File: src/hdl/status_pkg.sv
// Shared constants and types for the status summary and reply formatter.
// Assumes a single 10 MHz clock domain and byte-wide reply characters.
package status_pkg;
	localparam int BYTE_W = 8;
	localparam int COND_W = 3;
	localparam int REPLY_MAX = 8;
	// Status summary byte bit positions
	localparam int BIT_OVERLOAD = 0;
	localparam int BIT_UPPER = 1;
	localparam int BIT_LOWER = 2;
	localparam int BIT_UNDEF = 3;
	localparam int BIT_IDLE = 4;
	localparam int BIT_STD = 5;
	localparam int BIT_MASTER = 6;
	localparam int BIT_COMM = 7;
	// Reset values and implemented mask bits
	localparam logic [7:0] MASK_RESET = 8'h00;
	localparam logic [7:0] SRQ_MASK_IMPL = 8'hbf;
	localparam logic TOKEN_RESET = 1'b0;
	// Reply characters
	localparam logic [7:0] CHAR_CR = 8'h0d;
	localparam logic [7:0] CHAR_LF = 8'h0a;
	localparam logic [7:0] CHAR_ZERO = 8'h30;
	localparam logic [7:0] CHAR_C = 8'h43;
	localparam logic [7:0] CHAR_E = 8'h45;
	localparam logic [7:0] CHAR_F = 8'h46;
	localparam logic [7:0] CHAR_L = 8'h4c;
	localparam logic [7:0] CHAR_N = 8'h4e;
	localparam logic [7:0] CHAR_O = 8'h4f;
	localparam logic [7:0] CHAR_R = 8'h52;
	localparam logic [7:0] DEC_HUNDRED = 8'h64;
	localparam logic [7:0] DEC_TEN = 8'h0a;
	typedef enum logic [2:0] {
		TERM_NONE = 3'h0,
		TERM_CR = 3'h1,
		TERM_LF = 3'h2,
		TERM_CRLF = 3'h3,
		TERM_LFCR = 3'h4
	} term_type;
	localparam term_type TERM_RESET = TERM_CRLF;
	typedef enum logic [1:0] {
		REPLY_DECIMAL = 2'h0,
		REPLY_ON = 2'h1,
		REPLY_TERM_WORD = 2'h2
	} reply_kind_type;
	typedef enum logic [3:0] {
		CMD_STB_QUERY = 4'h0,
		CMD_SRQ_SET = 4'h1,
		CMD_SRQ_QUERY = 4'h2,
		CMD_TOKEN_SET = 4'h3,
		CMD_TOKEN_QUERY = 4'h4,
		CMD_TERM_SET = 4'h5,
		CMD_TERM_QUERY = 4'h6,
		CMD_STD_SET = 4'h7,
		CMD_STD_QUERY = 4'h8,
		CMD_COMM_SET = 4'h9,
		CMD_COMM_QUERY = 4'ha,
		CMD_COND_QUERY = 4'hb
	} cmd_type;
endpackage : status_pkg

File: src/hdl/reply_if.sv
// Reply request carrier between the status core and the reply former.
// Assumes both ends share sys_clk_i; a request moves when valid and ready.
`timescale 1ns/1ps
interface reply_if;
	logic valid;
	logic ready;
	status_pkg::reply_kind_type kind;
	logic [7:0] value;
	status_pkg::term_type term;
	modport source (output valid, output kind, output value, output term,
		input ready);
	modport sink (input valid, input kind, input value, input term,
		output ready);
endinterface : reply_if

File: src/hdl/event_latch.sv
// Sticky event bits set by rising edges of live condition inputs.
// Assumes conditions are synchronous; a clear pulse empties every bit without a new rising edge that cycle.
`timescale 1ns/1ps
module event_latch #(
	parameter int WIDTH = 3
) (
	input wire logic sys_clk_i,
	input wire logic rst_n_i,
	input wire logic [WIDTH-1:0] cond_i,
	input wire logic clear_i,
	output logic [WIDTH-1:0] sticky_o
);
	typedef struct packed {
		logic [WIDTH-1:0] prev;
		logic [WIDTH-1:0] sticky;
	} latch_state_type;

	latch_state_type st;
	latch_state_type next_st;
	logic [WIDTH-1:0] rise;

	if (WIDTH < 1) begin : g_check
		$error("event_latch needs at least one bit");
	end

	// Edge detect per bit
	for (genvar i = 0; i < WIDTH; i++) begin : g_bit
		assign rise[i] = cond_i[i] & ~st.prev[i];
	end

	// A new edge beats a clear in the same cycle
	always_comb begin
		next_st = st;
		next_st.prev = cond_i;
		next_st.sticky = (clear_i ? '0 : st.sticky) | rise;
	end

	always_ff @(posedge sys_clk_i or negedge rst_n_i) begin
		if (!rst_n_i) begin
			st <= '0;
		end else begin
			st <= next_st;
		end
	end

	assign sticky_o = st.sticky;
endmodule : event_latch

File: src/hdl/reply_former.sv
// Turns a reply request into ASCII characters plus the terminator.
// Assumes the sink may stall; one character leaves per accepted cycle.
`timescale 1ns/1ps
module reply_former #(
	parameter int DEPTH = status_pkg::REPLY_MAX
) (
	input wire logic sys_clk_i,
	input wire logic rst_n_i,
	reply_if.sink rq,
	output logic out_valid_o,
	output logic [7:0] out_byte_o,
	input wire logic out_ready_i
);
	typedef struct packed {
		logic busy;
		logic [DEPTH-1:0][7:0] chars;
		logic [3:0] len;
		logic [3:0] idx;
		logic out_valid;
		logic [7:0] out_byte;
	} former_state_type;

	former_state_type st;
	former_state_type next_st;

	if (DEPTH < 6 || DEPTH > 15) begin : g_check
		$error("reply_former DEPTH must be 6 to 15");
	end

	// Build text then terminator; leading zeros suppressed
	always_comb begin
		logic [DEPTH-1:0][7:0] c;
		logic [3:0] n;
		logic [7:0] h;
		logic [7:0] t;
		logic [7:0] o;
		next_st = st;
		c = '0;
		n = '0;
		h = rq.value / status_pkg::DEC_HUNDRED;
		t = (rq.value / status_pkg::DEC_TEN) % status_pkg::DEC_TEN;
		o = rq.value % status_pkg::DEC_TEN;
		if (st.out_valid && out_ready_i) begin
			next_st.out_valid = 1'b0;
		end
		if (st.busy && (!st.out_valid || out_ready_i)) begin
			next_st.out_byte = st.chars[st.idx];
			next_st.out_valid = 1'b1;
			next_st.idx = st.idx + 4'h1;
			next_st.busy = (st.idx + 4'h1) != st.len;
		end else if (!st.busy && rq.valid) begin
			unique case (rq.kind)
				status_pkg::REPLY_ON: begin
					c[0] = status_pkg::CHAR_O;
					c[1] = status_pkg::CHAR_N;
					n = 4'h2;
				end
				status_pkg::REPLY_TERM_WORD: begin
					unique case (rq.value[2:0])
						status_pkg::TERM_NONE: begin
							c[0] = status_pkg::CHAR_N;
							c[1] = status_pkg::CHAR_O;
							c[2] = status_pkg::CHAR_N;
							c[3] = status_pkg::CHAR_E;
							n = 4'h4;
						end
						status_pkg::TERM_CR: begin
							c[0] = status_pkg::CHAR_C;
							c[1] = status_pkg::CHAR_R;
							n = 4'h2;
						end
						status_pkg::TERM_LF: begin
							c[0] = status_pkg::CHAR_L;
							c[1] = status_pkg::CHAR_F;
							n = 4'h2;
						end
						status_pkg::TERM_CRLF: begin
							c[0] = status_pkg::CHAR_C;
							c[1] = status_pkg::CHAR_R;
							c[2] = status_pkg::CHAR_L;
							c[3] = status_pkg::CHAR_F;
							n = 4'h4;
						end
						default: begin
							c[0] = status_pkg::CHAR_L;
							c[1] = status_pkg::CHAR_F;
							c[2] = status_pkg::CHAR_C;
							c[3] = status_pkg::CHAR_R;
							n = 4'h4;
						end
					endcase
				end
				default: begin
					if (h != 8'h00) begin
						c[n] = status_pkg::CHAR_ZERO + h;
						n = n + 4'h1;
					end
					if (h != 8'h00 || t != 8'h00) begin
						c[n] = status_pkg::CHAR_ZERO + t;
						n = n + 4'h1;
					end
					c[n] = status_pkg::CHAR_ZERO + o;
					n = n + 4'h1;
				end
			endcase
			// Terminator taken as selected when the query was taken
			if (rq.term == status_pkg::TERM_CR ||
				rq.term == status_pkg::TERM_CRLF) begin
				c[n] = status_pkg::CHAR_CR;
				n = n + 4'h1;
			end
			if (rq.term == status_pkg::TERM_LF ||
				rq.term == status_pkg::TERM_CRLF ||
				rq.term == status_pkg::TERM_LFCR) begin
				c[n] = status_pkg::CHAR_LF;
				n = n + 4'h1;
			end
			if (rq.term == status_pkg::TERM_LFCR) begin
				c[n] = status_pkg::CHAR_CR;
				n = n + 4'h1;
			end
			next_st.chars = c;
			next_st.len = n;
			next_st.idx = 4'h0;
			next_st.busy = 1'b1;
		end
	end

	always_ff @(posedge sys_clk_i or negedge rst_n_i) begin
		if (!rst_n_i) begin
			st <= '0;
		end else begin
			st <= next_st;
		end
	end

	assign rq.ready = !st.busy;
	assign out_valid_o = st.out_valid;
	assign out_byte_o = st.out_byte;
endmodule : reply_former

File: src/hdl/status_summary_core.sv
// Status summary byte, service request mask, attention line and replies.
// Assumes commands and condition inputs are synchronous to sys_clk_i.
// Notes on behaviour
// Token keyword mode on: token queries answer keyword, else decimal
// Token mode off at reset; its query answers ON or 0 only
// Terminator codes: none 0, CR 1, LF 2, CRLF 3, LFCR 4
// Selected terminator follows every query reply
// Terminator setting powers up as CRLF, code 3
// Condition query shows live conditions with no side effect
// Event bits set on event, stay set, cleared by their read
// Enable mask ANDs its event bits into one summary bit
// Attention line goes low when a masked summary bit is set
// Status byte query raises attention; only newly set masked summary bits lower it
// Bit 0 set by rising overload condition
// Bit 1 set by rising upper clamp condition
// Bit 2 set by rising lower clamp condition
// Bit 4 is input buffer empty and parser idle
// Bit 5 is OR of enabled standard event flags
// Bit 6 is OR of masked summary bits, not cleared by query
// Bit 7 is OR of enabled communication error flags
// Bits 0 to 2 hold until status byte query clears them
// Other summary bits follow their sources, not the status query
// Service request mask bit 6 unimplemented, reads 0
// Service request mask settable, queryable, zero at power-on
// Standard event mask forms bit 5, zero at power-on
// Bit 3 always reads 0
// Host queries status byte after attention goes low
`timescale 1ns/1ps
module status_summary_core (
	input wire logic sys_clk_i,
	input wire logic rst_n_i,
	input wire logic overload_condition_i,
	input wire logic upper_clamp_condition_i,
	input wire logic lower_clamp_condition_i,
	input wire logic input_buffer_empty_i,
	input wire logic parser_idle_i,
	input wire logic [7:0] standard_event_flags_i,
	input wire logic [7:0] comm_error_flags_i,
	input wire logic cmd_valid_i,
	input wire logic [3:0] cmd_op_i,
	input wire logic [7:0] cmd_arg_i,
	output logic cmd_ready_o,
	output logic reply_valid_o,
	output logic [7:0] reply_byte_o,
	input wire logic reply_ready_i,
	output logic attention_n_o
);
	typedef struct packed {
		logic [7:0] service_request_mask;
		logic [7:0] standard_event_mask;
		logic [7:0] comm_error_mask;
		logic token_keyword_mode;
		status_pkg::term_type term;
		logic rq_valid;
		status_pkg::reply_kind_type rq_kind;
		logic [7:0] rq_value;
		status_pkg::term_type rq_term;
		logic [7:0] prev_masked;
		logic attention_n;
		logic cmd_ready;
	} core_state_type;

	localparam core_state_type RESET_STATE = '{
		service_request_mask: status_pkg::MASK_RESET,
		standard_event_mask: status_pkg::MASK_RESET,
		comm_error_mask: status_pkg::MASK_RESET,
		token_keyword_mode: status_pkg::TOKEN_RESET,
		term: status_pkg::TERM_RESET,
		rq_valid: 1'b0,
		rq_kind: status_pkg::REPLY_DECIMAL,
		rq_value: 8'h00,
		rq_term: status_pkg::TERM_RESET,
		prev_masked: 8'h00,
		attention_n: 1'b1,
		cmd_ready: 1'b1
	};

	core_state_type st;
	core_state_type next_st;
	reply_if rq_link ();

	logic [2:0] conditions;
	logic [2:0] event_bits;
	logic [7:0] sb_low;
	logic [7:0] status_summary_byte;
	logic [7:0] masked;
	logic master_summary_bit;
	logic standard_event_summary;
	logic comm_error_summary;
	logic accept;
	logic stb_query;
	logic new_request;
	status_pkg::cmd_type op;

	assign conditions = {lower_clamp_condition_i, upper_clamp_condition_i,
		overload_condition_i};
	assign op = status_pkg::cmd_type'(cmd_op_i);
	assign accept = cmd_valid_i && st.cmd_ready;
	assign stb_query = accept && op == status_pkg::CMD_STB_QUERY;

	// Sticky overload and clamp bits, emptied by the status byte query
	event_latch #(
		.WIDTH(status_pkg::COND_W)
	) u_events (
		.sys_clk_i(sys_clk_i),
		.rst_n_i(rst_n_i),
		.cond_i(conditions),
		.clear_i(stb_query),
		.sticky_o(event_bits)
	);

	// Summary inputs; flag registers live outside and clear on their read
	assign standard_event_summary =
		|(standard_event_flags_i & st.standard_event_mask);
	assign comm_error_summary =
		|(comm_error_flags_i & st.comm_error_mask);

	// Byte without the master bit, so the master bit cannot feed itself
	always_comb begin
		sb_low = 8'h00;
		sb_low[status_pkg::BIT_OVERLOAD] = event_bits[0];
		sb_low[status_pkg::BIT_UPPER] = event_bits[1];
		sb_low[status_pkg::BIT_LOWER] = event_bits[2];
		sb_low[status_pkg::BIT_UNDEF] = 1'b0;
		sb_low[status_pkg::BIT_IDLE] =
			input_buffer_empty_i && parser_idle_i;
		sb_low[status_pkg::BIT_STD] = standard_event_summary;
		sb_low[status_pkg::BIT_COMM] = comm_error_summary;
	end

	// Mask bit 6 is held at zero, so masking sb_low is exact
	assign masked = sb_low & st.service_request_mask;
	assign master_summary_bit = |masked;
	always_comb begin
		status_summary_byte = sb_low;
		status_summary_byte[status_pkg::BIT_MASTER] = master_summary_bit;
	end

	// A masked bit turning on is a new service request
	assign new_request = |(masked & ~st.prev_masked);

	// Command decode, reply request and attention line
	always_comb begin
		next_st = st;
		next_st.prev_masked = masked;
		if (st.rq_valid && rq_link.ready) begin
			next_st.rq_valid = 1'b0;
		end
		if (accept) begin
			next_st.rq_kind = status_pkg::REPLY_DECIMAL;
			next_st.rq_term = st.term;
			unique case (op)
				status_pkg::CMD_STB_QUERY: begin
					next_st.rq_value = status_summary_byte;
					next_st.rq_valid = 1'b1;
				end
				status_pkg::CMD_SRQ_SET: begin
					next_st.service_request_mask =
						cmd_arg_i & status_pkg::SRQ_MASK_IMPL;
				end
				status_pkg::CMD_SRQ_QUERY: begin
					next_st.rq_value = st.service_request_mask;
					next_st.rq_valid = 1'b1;
				end
				status_pkg::CMD_TOKEN_SET: begin
					next_st.token_keyword_mode = cmd_arg_i[0];
				end
				status_pkg::CMD_TOKEN_QUERY: begin
					// Only ON or 0 can come back
					next_st.rq_kind = st.token_keyword_mode ?
						status_pkg::REPLY_ON : status_pkg::REPLY_DECIMAL;
					next_st.rq_value = 8'h00;
					next_st.rq_valid = 1'b1;
				end
				status_pkg::CMD_TERM_SET: begin
					// Out-of-range codes are ignored, setting kept
					if (cmd_arg_i <= 8'(status_pkg::TERM_LFCR)) begin
						next_st.term =
							status_pkg::term_type'(cmd_arg_i[2:0]);
					end
				end
				status_pkg::CMD_TERM_QUERY: begin
					next_st.rq_kind = st.token_keyword_mode ?
						status_pkg::REPLY_TERM_WORD :
						status_pkg::REPLY_DECIMAL;
					next_st.rq_value = {5'h00, st.term};
					next_st.rq_valid = 1'b1;
				end
				status_pkg::CMD_STD_SET: begin
					next_st.standard_event_mask = cmd_arg_i;
				end
				status_pkg::CMD_STD_QUERY: begin
					next_st.rq_value = st.standard_event_mask;
					next_st.rq_valid = 1'b1;
				end
				status_pkg::CMD_COMM_SET: begin
					next_st.comm_error_mask = cmd_arg_i;
				end
				status_pkg::CMD_COMM_QUERY: begin
					next_st.rq_value = st.comm_error_mask;
					next_st.rq_valid = 1'b1;
				end
				status_pkg::CMD_COND_QUERY: begin
					next_st.rq_value = {5'h00, conditions};
					next_st.rq_valid = 1'b1;
				end
				default: begin
					// Unknown opcodes are consumed and ignored
					next_st.rq_valid = st.rq_valid && !rq_link.ready;
				end
			endcase
		end
		// New request wins over the query that releases the line
		if (new_request) begin
			next_st.attention_n = 1'b0;
		end else if (stb_query) begin
			next_st.attention_n = 1'b1;
		end
		// One command in flight; sets wait too, keeping order simple
		next_st.cmd_ready = !next_st.rq_valid;
	end

	always_ff @(posedge sys_clk_i or negedge rst_n_i) begin
		if (!rst_n_i) begin
			st <= RESET_STATE;
		end else begin
			st <= next_st;
		end
	end

	assign rq_link.valid = st.rq_valid;
	assign rq_link.kind = st.rq_kind;
	assign rq_link.value = st.rq_value;
	assign rq_link.term = st.rq_term;

	// Characters leave through the former's own output flops
	reply_former #(
		.DEPTH(status_pkg::REPLY_MAX)
	) u_former (
		.sys_clk_i(sys_clk_i),
		.rst_n_i(rst_n_i),
		.rq(rq_link),
		.out_valid_o(reply_valid_o),
		.out_byte_o(reply_byte_o),
		.out_ready_i(reply_ready_i)
	);

	assign cmd_ready_o = st.cmd_ready;
	assign attention_n_o = st.attention_n;
endmodule : status_summary_core

File: config.mk
export PLATFORM = sky130hd
export DESIGN_NAME = status_summary_core
export DESIGN_NICKNAME = d
export VERILOG_FILES = /design/src/hdl/status_pkg.sv /design/src/hdl/reply_if.sv /design/src/hdl/event_latch.sv /design/src/hdl/reply_former.sv /design/src/hdl/status_summary_core.sv
export SDC_FILE = /design/constraint.sdc
export NUM_CORES = 1
export LEC_CHECK = 0
export BUFFER_PORTS_ARGS = -buffer_cell sky130_fd_sc_hd__buf_2
export CELL_PAD_IN_SITES_DETAIL_PLACEMENT = 0
export CELL_PAD_IN_SITES_GLOBAL_PLACEMENT = 2
export CORE_UTILIZATION = 39
export DETAILED_ROUTE_END_ITERATION = 7
export HOLD_SLACK_MARGIN = 0.06
export PLACE_DENSITY_LB_ADDON = 0.1
export RECOVER_POWER = 25
export SKIP_CTS_REPAIR_TIMING = 1
export SLEW_MARGIN = 20
export SYNTH_ARGS = -nofsm -noshare
export SYNTH_HDL_FRONTEND = slang
export SYNTH_SLANG_ARGS = --single-unit
export TNS_END_PERCENT = 50
File: constraint.sdc
create_clock -name sys_clk_i -period 6.65 [get_ports sys_clk_i]
set_clock_uncertainty 0.15 [all_clocks]
set_input_delay 0.3325 -clock sys_clk_i [delete_from_list [all_inputs] [get_ports sys_clk_i]]
set_output_delay 0.3325 -clock sys_clk_i [all_outputs]
set_load 0.005 [all_outputs]
Word level (Yosys, flattened, before mapping)

Index checks and enable logic that the tools add are counted.

Register bits after elaboration: 139
Output and inout bits: 11

Add/subtract/negate cells: 9
Equal/unequal tests: 21
Reductions and logical operators: 44
Bitwise gates (word level): 22
Divide/modulo/power cells: 4
Muxes and demuxes: 74
$lt $le $gt $ge: 12

Operator list:

| kind                | number |
|---|---|
| $mux 64             | 11 |
| $bwmux 64           | 2 |
| $demux 8 s3         | 5 |
| $mux 32             | 3 |
| $and 40x40->40      | 2 |
| $mux 8              | 10 |
| $not 40->40         | 2 |
| $mux 73             | 1 |
| $mux 4              | 17 |
| $mux 16             | 4 |
| $pmux 16 s2         | 2 |
| $pmux 8 s7          | 1 |
| $and 48x48->48      | 1 |
| $not 48->48         | 1 |
| $or 24x24->24       | 2 |
| $pmux 15 s3         | 1 |
| $and 8x8->8         | 4 |
| $reduce_or 8->1     | 4 |
| $pmux 13 s2         | 1 |
| $add 4x1->4 const B | 6 |
| $add 6x8->8 const A | 3 |
| $bmux 8 s3          | 1 |
| $lt 4x4->1 const B  | 6 |
| $ge 4x1->1 const B  | 5 |
| other kinds (40)    | 91 |

Depth between registers and ports, before layout

Gate-level depths: netlist (run 1).

Depth after elaboration: 32
Mapped depth: 30
Gate-level depth less buffers: 29

Cells and area by module

A second synthesis (run 1) with hierarchy kept.

Cell total of the unflattened synthesis: 808
Area, all modules: 7,801.2 um^2

By module, submodules not included:

| module              | area an instance (um^2) | times used | cells each |
|---|---|---|---|
| reply_former        | 5,114.9                 | 1          | 576 |
| status_summary_core | 2,472.4                 | 1          | 214 |
| event_latch         | 214.0                   | 1          | 18 |

Worst setup path after synthesis (run 1)

Ideal clock, no wire load.

Path kind: reg2reg
Start point: reg st (netlist bit rq_link.value[3])
End point: reg u_former.st[44] (netlist bit)
Stages on the path, launching flop included: 29
Slack: 0.812 ns
Period minus slack after synthesis: 5.838 ns
Data arrival time: 5.562 ns
Path through: dfrtp_1 -> clkbuf_1 -> buf_2 -> nor3_1 -> o31ai_2 -> ha_1 -> and2_1 -> o21ai_0 -> a21o_1 -> o31a_4 -> xnor2_2 -> ha_1 -> inv_1 -> a21o_1 -> nand4_1 -> xnor2_1 -> ha_1 -> o21ai_0 -> nor3_1 -> o31a_1 -> nand4b_4 -> a21oi_4 -> xnor2_1 -> or2_1 -> ha_1 -> nor2_1 -> and3_1 -> a311o_1 -> o32a_1

Longest elaborated chain between the ends: 29

RTL lines:

| item                                                 | line                       | RTL |
|---|---|---|
| from (decl)                                          | status_summary_core.sv:78  | `core_state_type st;` |
| from (signal assigned)                               | status_summary_core.sv:227 | `st <= next_st;` |
| branches (longest 28 deep; another with $div 8x4->8) | -                          |  |
| $mux 64 (*)                                          | reply_former.sv:118        | `if (rq.term == status_pkg::TERM_LFCR) begin` |
| to (signal assigned)                                 | reply_former.sv:133        | `st <= next_st;` |
| to (decl)                                            | reply_former.sv:23         | `former_state_type st;` |

Mark *: on every way between the ends. The select of a mux whose other input is x is not followed.
A chain may end at the register's enable or synchronous reset.

Worst setup path after layout (run 1)

Start point: reg st (netlist bit rq_link.value[5])
End point: reg u_former.st[44] (netlist bit)

Same word-level chain as after synthesis.

==> results of run 1 <==
[where the power goes]
part / internal, mW / switching (mW) / total, mW
registers: 0.936 / 0.229 / 1.16
logic: 0.816 / 1.07 / 1.89
clock network: 0.637 / 0.322 / 0.959
total: 2.39 / 1.62 / 4.01
[flip-flops by register name, indices dropped and copies added (netlist names), 2 cells and up]
name / count
rq_link.kind: 2
rq_link.term: 3
rq_link.value: 8
st: 33
u_events.st: 3
u_events.sticky_o: 3
u_former.out_byte_o: 8
u_former.st: 53
[critical path: cells and delay by family, from the launching register on]
kind | cells | cell delay (ps)
DFF | 1 | 480
and+or+nand+nor | 7 | 1240
buffers and inverters | 2 | 210
adders and majority gates | 4 | 940
AOI/OAI and AO/OA | 10 | 2360
xor gates and xnor gates | 4 | 680
[metal layers]
layer / wire [um] / vias up
li1: - / 2896
met1: 9360 / 2966
met4: 416 / 0
met2: 9190 / 139
met5: 0 / -
met3: 736 / 24
[cell type report]
type                    count  area (um^2)
repair buffers             74          450
flip-flops and latches    117         2940
clock buffers              24          502
fillers                  1735         9710
inverters                  26         97.6
clock inverters             8          120
well taps                 229          287
multi-input cells         572         3980
[logic make-up after synthesis]
kind of cell / Yosys count
xor+xnor: 21
other cells: 1
simple gates: 250
buf+inv: 79
compound gates: 225
fa+ha+maj: 17
flops: 117
mux: 56
[worst max path at each step]
| stage | from | end | depth (start not counted) |
|---|---|---|---|
| floorplan | rq_link.value[3] | u_former.st[44] | 28 |
| global placement | rq_link.value[4] | u_former.st[31] | 28 |
| detailed placement | rq_link.value[4] | u_former.st[31] | 25 |
| CTS | rq_link.value[4] | u_former.st[31] | 25 |
| global route | rq_link.value[4] | u_former.st[44] | 27 |
| finish | rq_link.value[5] | u_former.st[44] | 27 |
[cell usage in the layout, fill, tap and decap left out, types with 11 or more instances in the layout]
| master | netlist | layout |
|---|---|---|
| nor3_1 | 20 | 20 |
| o31ai_1 | 12 | 12 |
| inv_1 | 25 | 25 |
| nor2_1 | 54 | 54 |
| o21ai_0 | 59 | 58 |
| a22oi_1 | 14 | 14 |
| a21oi_1 | 39 | 39 |
| buf_2 | 4 | 41 |
| buf_4 | 9 | 19 |
| ha_1 | 16 | 16 |
| dfrtp_1 | 111 | 108 |
| nand2_1 | 84 | 84 |
| mux2_2 | 38 | 38 |
| xnor2_1 | 15 | 15 |
| mux4_2 | 11 | 11 |
| nand3_1 | 20 | 20 |
| clkbuf_16 | 0 | 17 |
==> run summary, run 1 <==
Pwr per Cell Area: 479 mW/mm^2
Initial Util: 40.0%
Synth Flop Type: dfrtp_1
part of the cycle the worst path needs: 92.9%
GP Congestion: 0.841
Top Usage Layer GRT: met2
pin count of the biggest net entering global routing: 73
fraction of registers with async set/reset: 100%
min setup slack post-route: 471 ps
Leak Pwr: 3.67 nW
worst path arrival time: 6330 ps
Die Ht: 138 um
DRC: 6
post-DP HPWL: 14.6 mm
met3 usage: 3.78%
synth warn: 0
# port buffers: 47
IO Count: 48
TritonCTS Sinks: 117
post-synthesis simple-gate area fraction: 16.8%
CP Capture Type: register
cell total after placement: 1006
Non-Filler Instances: 1050
setup violators final: 0
sequential area share after synthesis: 40.5%
CTS tree: built
most common cell in the netlist: dfrtp_1
clk_lat worst skew: 420 ps
area share of the largest cell type after synthesis: 38.3%
Reg2Reg Setup Slack: 470 ps
Synth Area in Adders: 2.90%
Remaining Overflow, GRT: 0
Yosys cell types: 80
VDD IR max: 239 uV
r2r startpoint: rq_link.value[5]
multiplexer share of the synthesized area: 10.3%
violated checks: DRC, capacitance limit, slew limit
cell taking the most area after synthesis: dfrtp_1
final core utilization: 46.3%
final-report hold violation count: 0
M1 GR Usage: 29.5%
CTS root buf: clkbuf_16
worst slew pin tran: 2520 ps
First-pass DRT Iterations: 7
Avg Cell Area, Syn: 9.46 um^2
CP Launch Type: register
Max transition margin: -67.8%
R2R cell count: 27
Final min period: 6180 ps
status: finished, violations left
setup TNS: 0 ps
DP Area: 0.00764 mm^2
initial antenna violation count: 0
Post-synth EDFFs: 0
gr usage total: 21.4%
worst hold slack: 62.8 ps
Total Power: 4.01 mW
Max Cap Viol: 1
Final ANT Viol Nets: 0
H-tree depth: 4
top post-synthesis cells by count: dfrtp_1, nand2_1, o21ai_0
worst-path fanout max: 13
Crit-path slowest cell: dfrtp_2
number of global-route vias before repair: 5954
kind of critical path: reg2reg
CP dominant cell by count: ha_1
pre-CTS WS: 144 ps
DR vias/cell: 5.74
final slew viol count: 47
die width: 138 um
Min-Delay Path Class: in2reg
Hold Path Origin: cmd_arg_i[3]
Max Fclk: 0.162 GHz
final net count: 861
r2r endpoint: u_former.st[44]
largest family of logic cells by synthesized area: compound AO/OA/AOI/OAI gates
CTS buffer count: 17
met2 usage: 33.1%
Req. time, crit path: 6800 ps
Total Wirelength: 19.7 mm
Std-Cell Core Area: 0.0181 mm^2
FP Rows: 49
Synth Cell Area: 0.00724 mm^2
Iter 0 DRT Violations: 345
Post-Synth XOR/XNOR Area: 2.83%
Max clock buf depth: 2
area delta synth->final: 15.6%
first-pass GRT wire length: 32.1 mm
final instance area: 0.00837 mm^2
ANT cells: 0
Gate Count Post-Synth: 766
Die ar.: 0.0191 mm^2
synthesized flop and latch total: 117
hold depth: 2
vias post-DR: 6025
Synth area leaders: dfrtp_1, mux2_2, nand2_1, o21ai_0, mux4_2
routed wire length per instance: 18.8 um
layout cell share with drive strength beyond 1: 20.5%
max incr delay on CP: 480 ps
Clock transition at path regs: 50 ps
Compound-Gate Fraction of Synth Area: 21.8%
hold path endpoint: st[31]
(Power assumes the default switching activity.)
==> run 2, diff against run 1 <==
--- a/config.mk
+++ b/config.mk
@@ -10,3 +10,3 @@
 export CELL_PAD_IN_SITES_GLOBAL_PLACEMENT = 2
-export CORE_UTILIZATION = 39
+export CORE_UTILIZATION = 35
 export DETAILED_ROUTE_END_ITERATION = 7
--- a/constraint.sdc
+++ b/constraint.sdc
@@ -4,2 +4,2 @@
 set_output_delay 0.3325 -clock sys_clk_i [all_outputs]
-set_load 0.005 [all_outputs]
+set_load 0.05 [all_outputs]
==> run 2 against run 1 <==
Against the previous run:
- critical endpoint unchanged
- via count fell by 0.20%
- sequential power barely moved
- non-clock buffer count fell by 3
- the run ends with capacitance limit, slew limit left
- worst hold slack improved by 2.0 ps
- setup slack got worse by 9.0 ps
- first-iteration DRC count fell by 10%
- sequential share of layout area barely moved
- critical path type unchanged
- largest power group unchanged
- final cell count rose by 3.5%
- power rose by 1.3%
- fmax fell by 0.15%
==> run summary, run 2 (synthesis gave the netlist of run 1 again) <==
worst path arrival time: 6340 ps (was 6330 ps)
CTS tree: built (unchanged)
Max Fclk: 0.162 GHz (about the same)
area delta synth->final: 15.6% (about the same)
Clock Power Share: 22.1% (was 23.9%)
clk_lat worst skew: 420 ps (about the same)
setup violators final: 0 (unchanged)
most frequent cells in the layout: dfrtp_1, nand2_1, o21ai_0 (unchanged)
CP Capture Type: register (unchanged)
status: finished, violations left (unchanged)
Die ar.: 0.0213 mm^2 (was 0.0191 mm^2)
Max clock buf depth: 2 (unchanged)
Final min period: 6190 ps (was 6180 ps)
Switching Share: 43.3% (was 40.5%)
r2r endpoint: u_former.st[44] (unchanged)
net load switching power: 1.76 mW (was 1.62 mW)
R2R cell count: 28 (was 27)
footprint of the multi-input gates: 0.00399 mm^2 (was 0.00398 mm^2)
Reg power frac: 28.6% (was 29.0%)
RSZ-0062 raised after global routing: false
Total Wirelength: 20.6 mm (was 19.7 mm)
Leak Pwr: 3.63 nW (was 3.67 nW)
first-pass GRT wire length: 33.9 mm (was 32.1 mm)
Req. time, crit path: 6800 ps (about the same)
gr usage total: 20.4% (was 21.4%)
final net count: 858 (was 861)
layout cell share with drive strength beyond 1: 20.4% (was 20.5%)
commonest non-fill, non-tap cell in the layout: dfrtp_1 (unchanged)
Pwr per Cell Area: 485 mW/mm^2 (was 479 mW/mm^2)
max incr delay on CP: 520 ps (was 480 ps)
Crit-path slowest cell: dfrtp_2 (unchanged)
Final ANT Viol Nets: 0 (unchanged)
Iter 0 DRT Violations: 310 (was 345)
First-pass DRT Iterations: 5 (was 7)
Non-Filler Instances: 1087 (was 1050)
Max transition margin: -103% (was -67.8%)
VDD IR max: 225 uV (was 239 uV)
CTS buffer count: 17 (unchanged)
area occupied by registers: 0.00294 mm^2 (about the same)
DRC: 0 (was 6)
number of global-route vias before repair: 6083 (was 5954)
Std-Cell Core Area: 0.0202 mm^2 (was 0.0181 mm^2)
Remaining Overflow, GRT: 0 (unchanged)
violated checks: capacitance limit, slew limit (was DRC, capacitance limit, slew limit)
Min-Delay Path Class: in2reg (unchanged)
setup TNS: 0 ps (unchanged)
internal power: 2.30 mW (was 2.39 mW)
pin count of the biggest net entering global routing: 62 (was 73)
r2r startpoint: rq_link.value[5] (unchanged)
Initial Util: 35.8% (was 40.0%)
hold path endpoint: st[43] (was st[31])
worst slew pin tran: 3040 ps (was 2520 ps)
part of the cycle the worst path needs: 93.1% (was 92.9%)
number of flip-flops in the largest register: 53 (unchanged)
ANT cells: 0 (unchanged)
hold depth: 2 (unchanged)
Max Cap Viol: 1 (unchanged)
DR vias/cell: 5.53 (was 5.74)
Hold Path Origin: cmd_arg_i[7] (was cmd_arg_i[3])
worst-path fanout max: 17 (was 13)
Reg2Reg Setup Slack: 460 ps (was 470 ps)
final-report hold violation count: 0 (unchanged)
CP dominant cell by count: ha_1 (unchanged)
FP Rows: 52 (was 49)
cell total after placement: 1048 (was 1006)
Biggest register: u_former.st (unchanged)
Clock transition at path regs: 60 ps (was 50 ps)
CP Launch Type: register (unchanged)
H-tree depth: 4 (unchanged)
IO Count: 48 (unchanged)
Largest regs: u_former.st (53), st (33) (unchanged)
CTS root buf: clkbuf_16 (unchanged)
routed wire length per instance: 19.0 um (was 18.8 um)
GP Congestion: 0.815 (was 0.841)
Fill cells: 2012 (was 1735)
final slew viol count: 58 (was 47)
post-DP HPWL: 15.3 mm (was 14.6 mm)
initial antenna violation count: 0 (unchanged)
Die Ht: 146 um (was 138 um)
kind of critical path: reg2reg (unchanged)
die width: 146 um (was 138 um)
Logic pwr share: 49.2% (was 47.0%)
vias post-DR: 6013 (was 6025)
# port buffers: 47 (unchanged)
TritonCTS Sinks: 117 (unchanged)
## run 2: changes by cell type in the layout (fill, tap and decap cells not counted), moves of 3 or more
cell / previous run / this run
clkbuf_1: 8 / 5
clkbuf_8: 5 / 0
clkinv_4: 0 / 4
clkinvlp_4: 2 / 5
## run 2: how the worst max path moves through the flow
stage                startpoint         endpoint  cells after the start
6_report       rq_link.value[5]  u_former.st[44]                     28
5_1_grt        rq_link.value[4]  u_former.st[44]                     27
4_1_cts        rq_link.value[4]  u_former.st[31]                     28
3_5_place_dp   rq_link.value[4]  u_former.st[28]                     28
3_3_place_gp   rq_link.value[4]  u_former.st[31]                     28
2_1_floorplan  rq_link.value[3]  u_former.st[44]                     28
## run 2: layer usage
metal / global-route usage, % / share of wire, %
met3: 4.04 / 3.6
met2: 33.0 / 47
met5: 0 / 0
met1: 27.7 / 48
met4: 5.21 / 1.3
## run 2: power by group through the flow
stage | Clock, mW | Sequential, mW | Combinational, mW
global route | 0.952 | 1.20 | 2.20
CTS | 0.921 | 1.16 | 1.99
global placement | 0 | 1.16 | 1.98
detailed placement | 0 | 1.17 | 1.98
floorplan | 0 | 1.06 | 1.58
finish | 0.899 | 1.16 | 2.00
## run 2: final cells by class
class / instances / area share (%)
Sequential cell: 117 / 35.1
Inverter: 26 / 1.17
Timing Repair Buffer: 71 / 5.10
Clock buffer: 17 / 5.08
Tap cell: 270 / 4.04
Multi-Input combinational cell: 572 / 47.7
Clock inverter: 14 / 1.85
## run 2: critical path, delay by kind of cell (launching register included)
family | cells | cell delay (ps)
xor gates and xnor gates | 3 | 520
buffers and inverters | 2 | 170
and+or+nand+nor | 9 | 1570
adders and majority gates | 4 | 900
DFF | 1 | 520
AOI/OAI and AO/OA | 10 | 2230
## run 2: through the flow
| step | setup slack, ps | util (%) | hold WS (ps) | area [um^2] | power [mW] |
|---|---|---|---|---|---|
| 5_1_grt | 31.4 | 41.4 | 61.6 | 8370 | 4.35 |
| 3_3_place_gp | 417 | 38.0 | 253 | 7690 | 3.14 |
| 2_1_floorplan | 812 | - | -113 | 7250 | 2.63 |
| 6_report | 462 | 41.4 | 64.8 | 8370 | 4.06 |
| 4_1_cts | 125 | 40.9 | -159 | 8280 | 4.07 |
| 3_5_place_dp | 164 | 38.0 | 259 | 7690 | 3.15 |
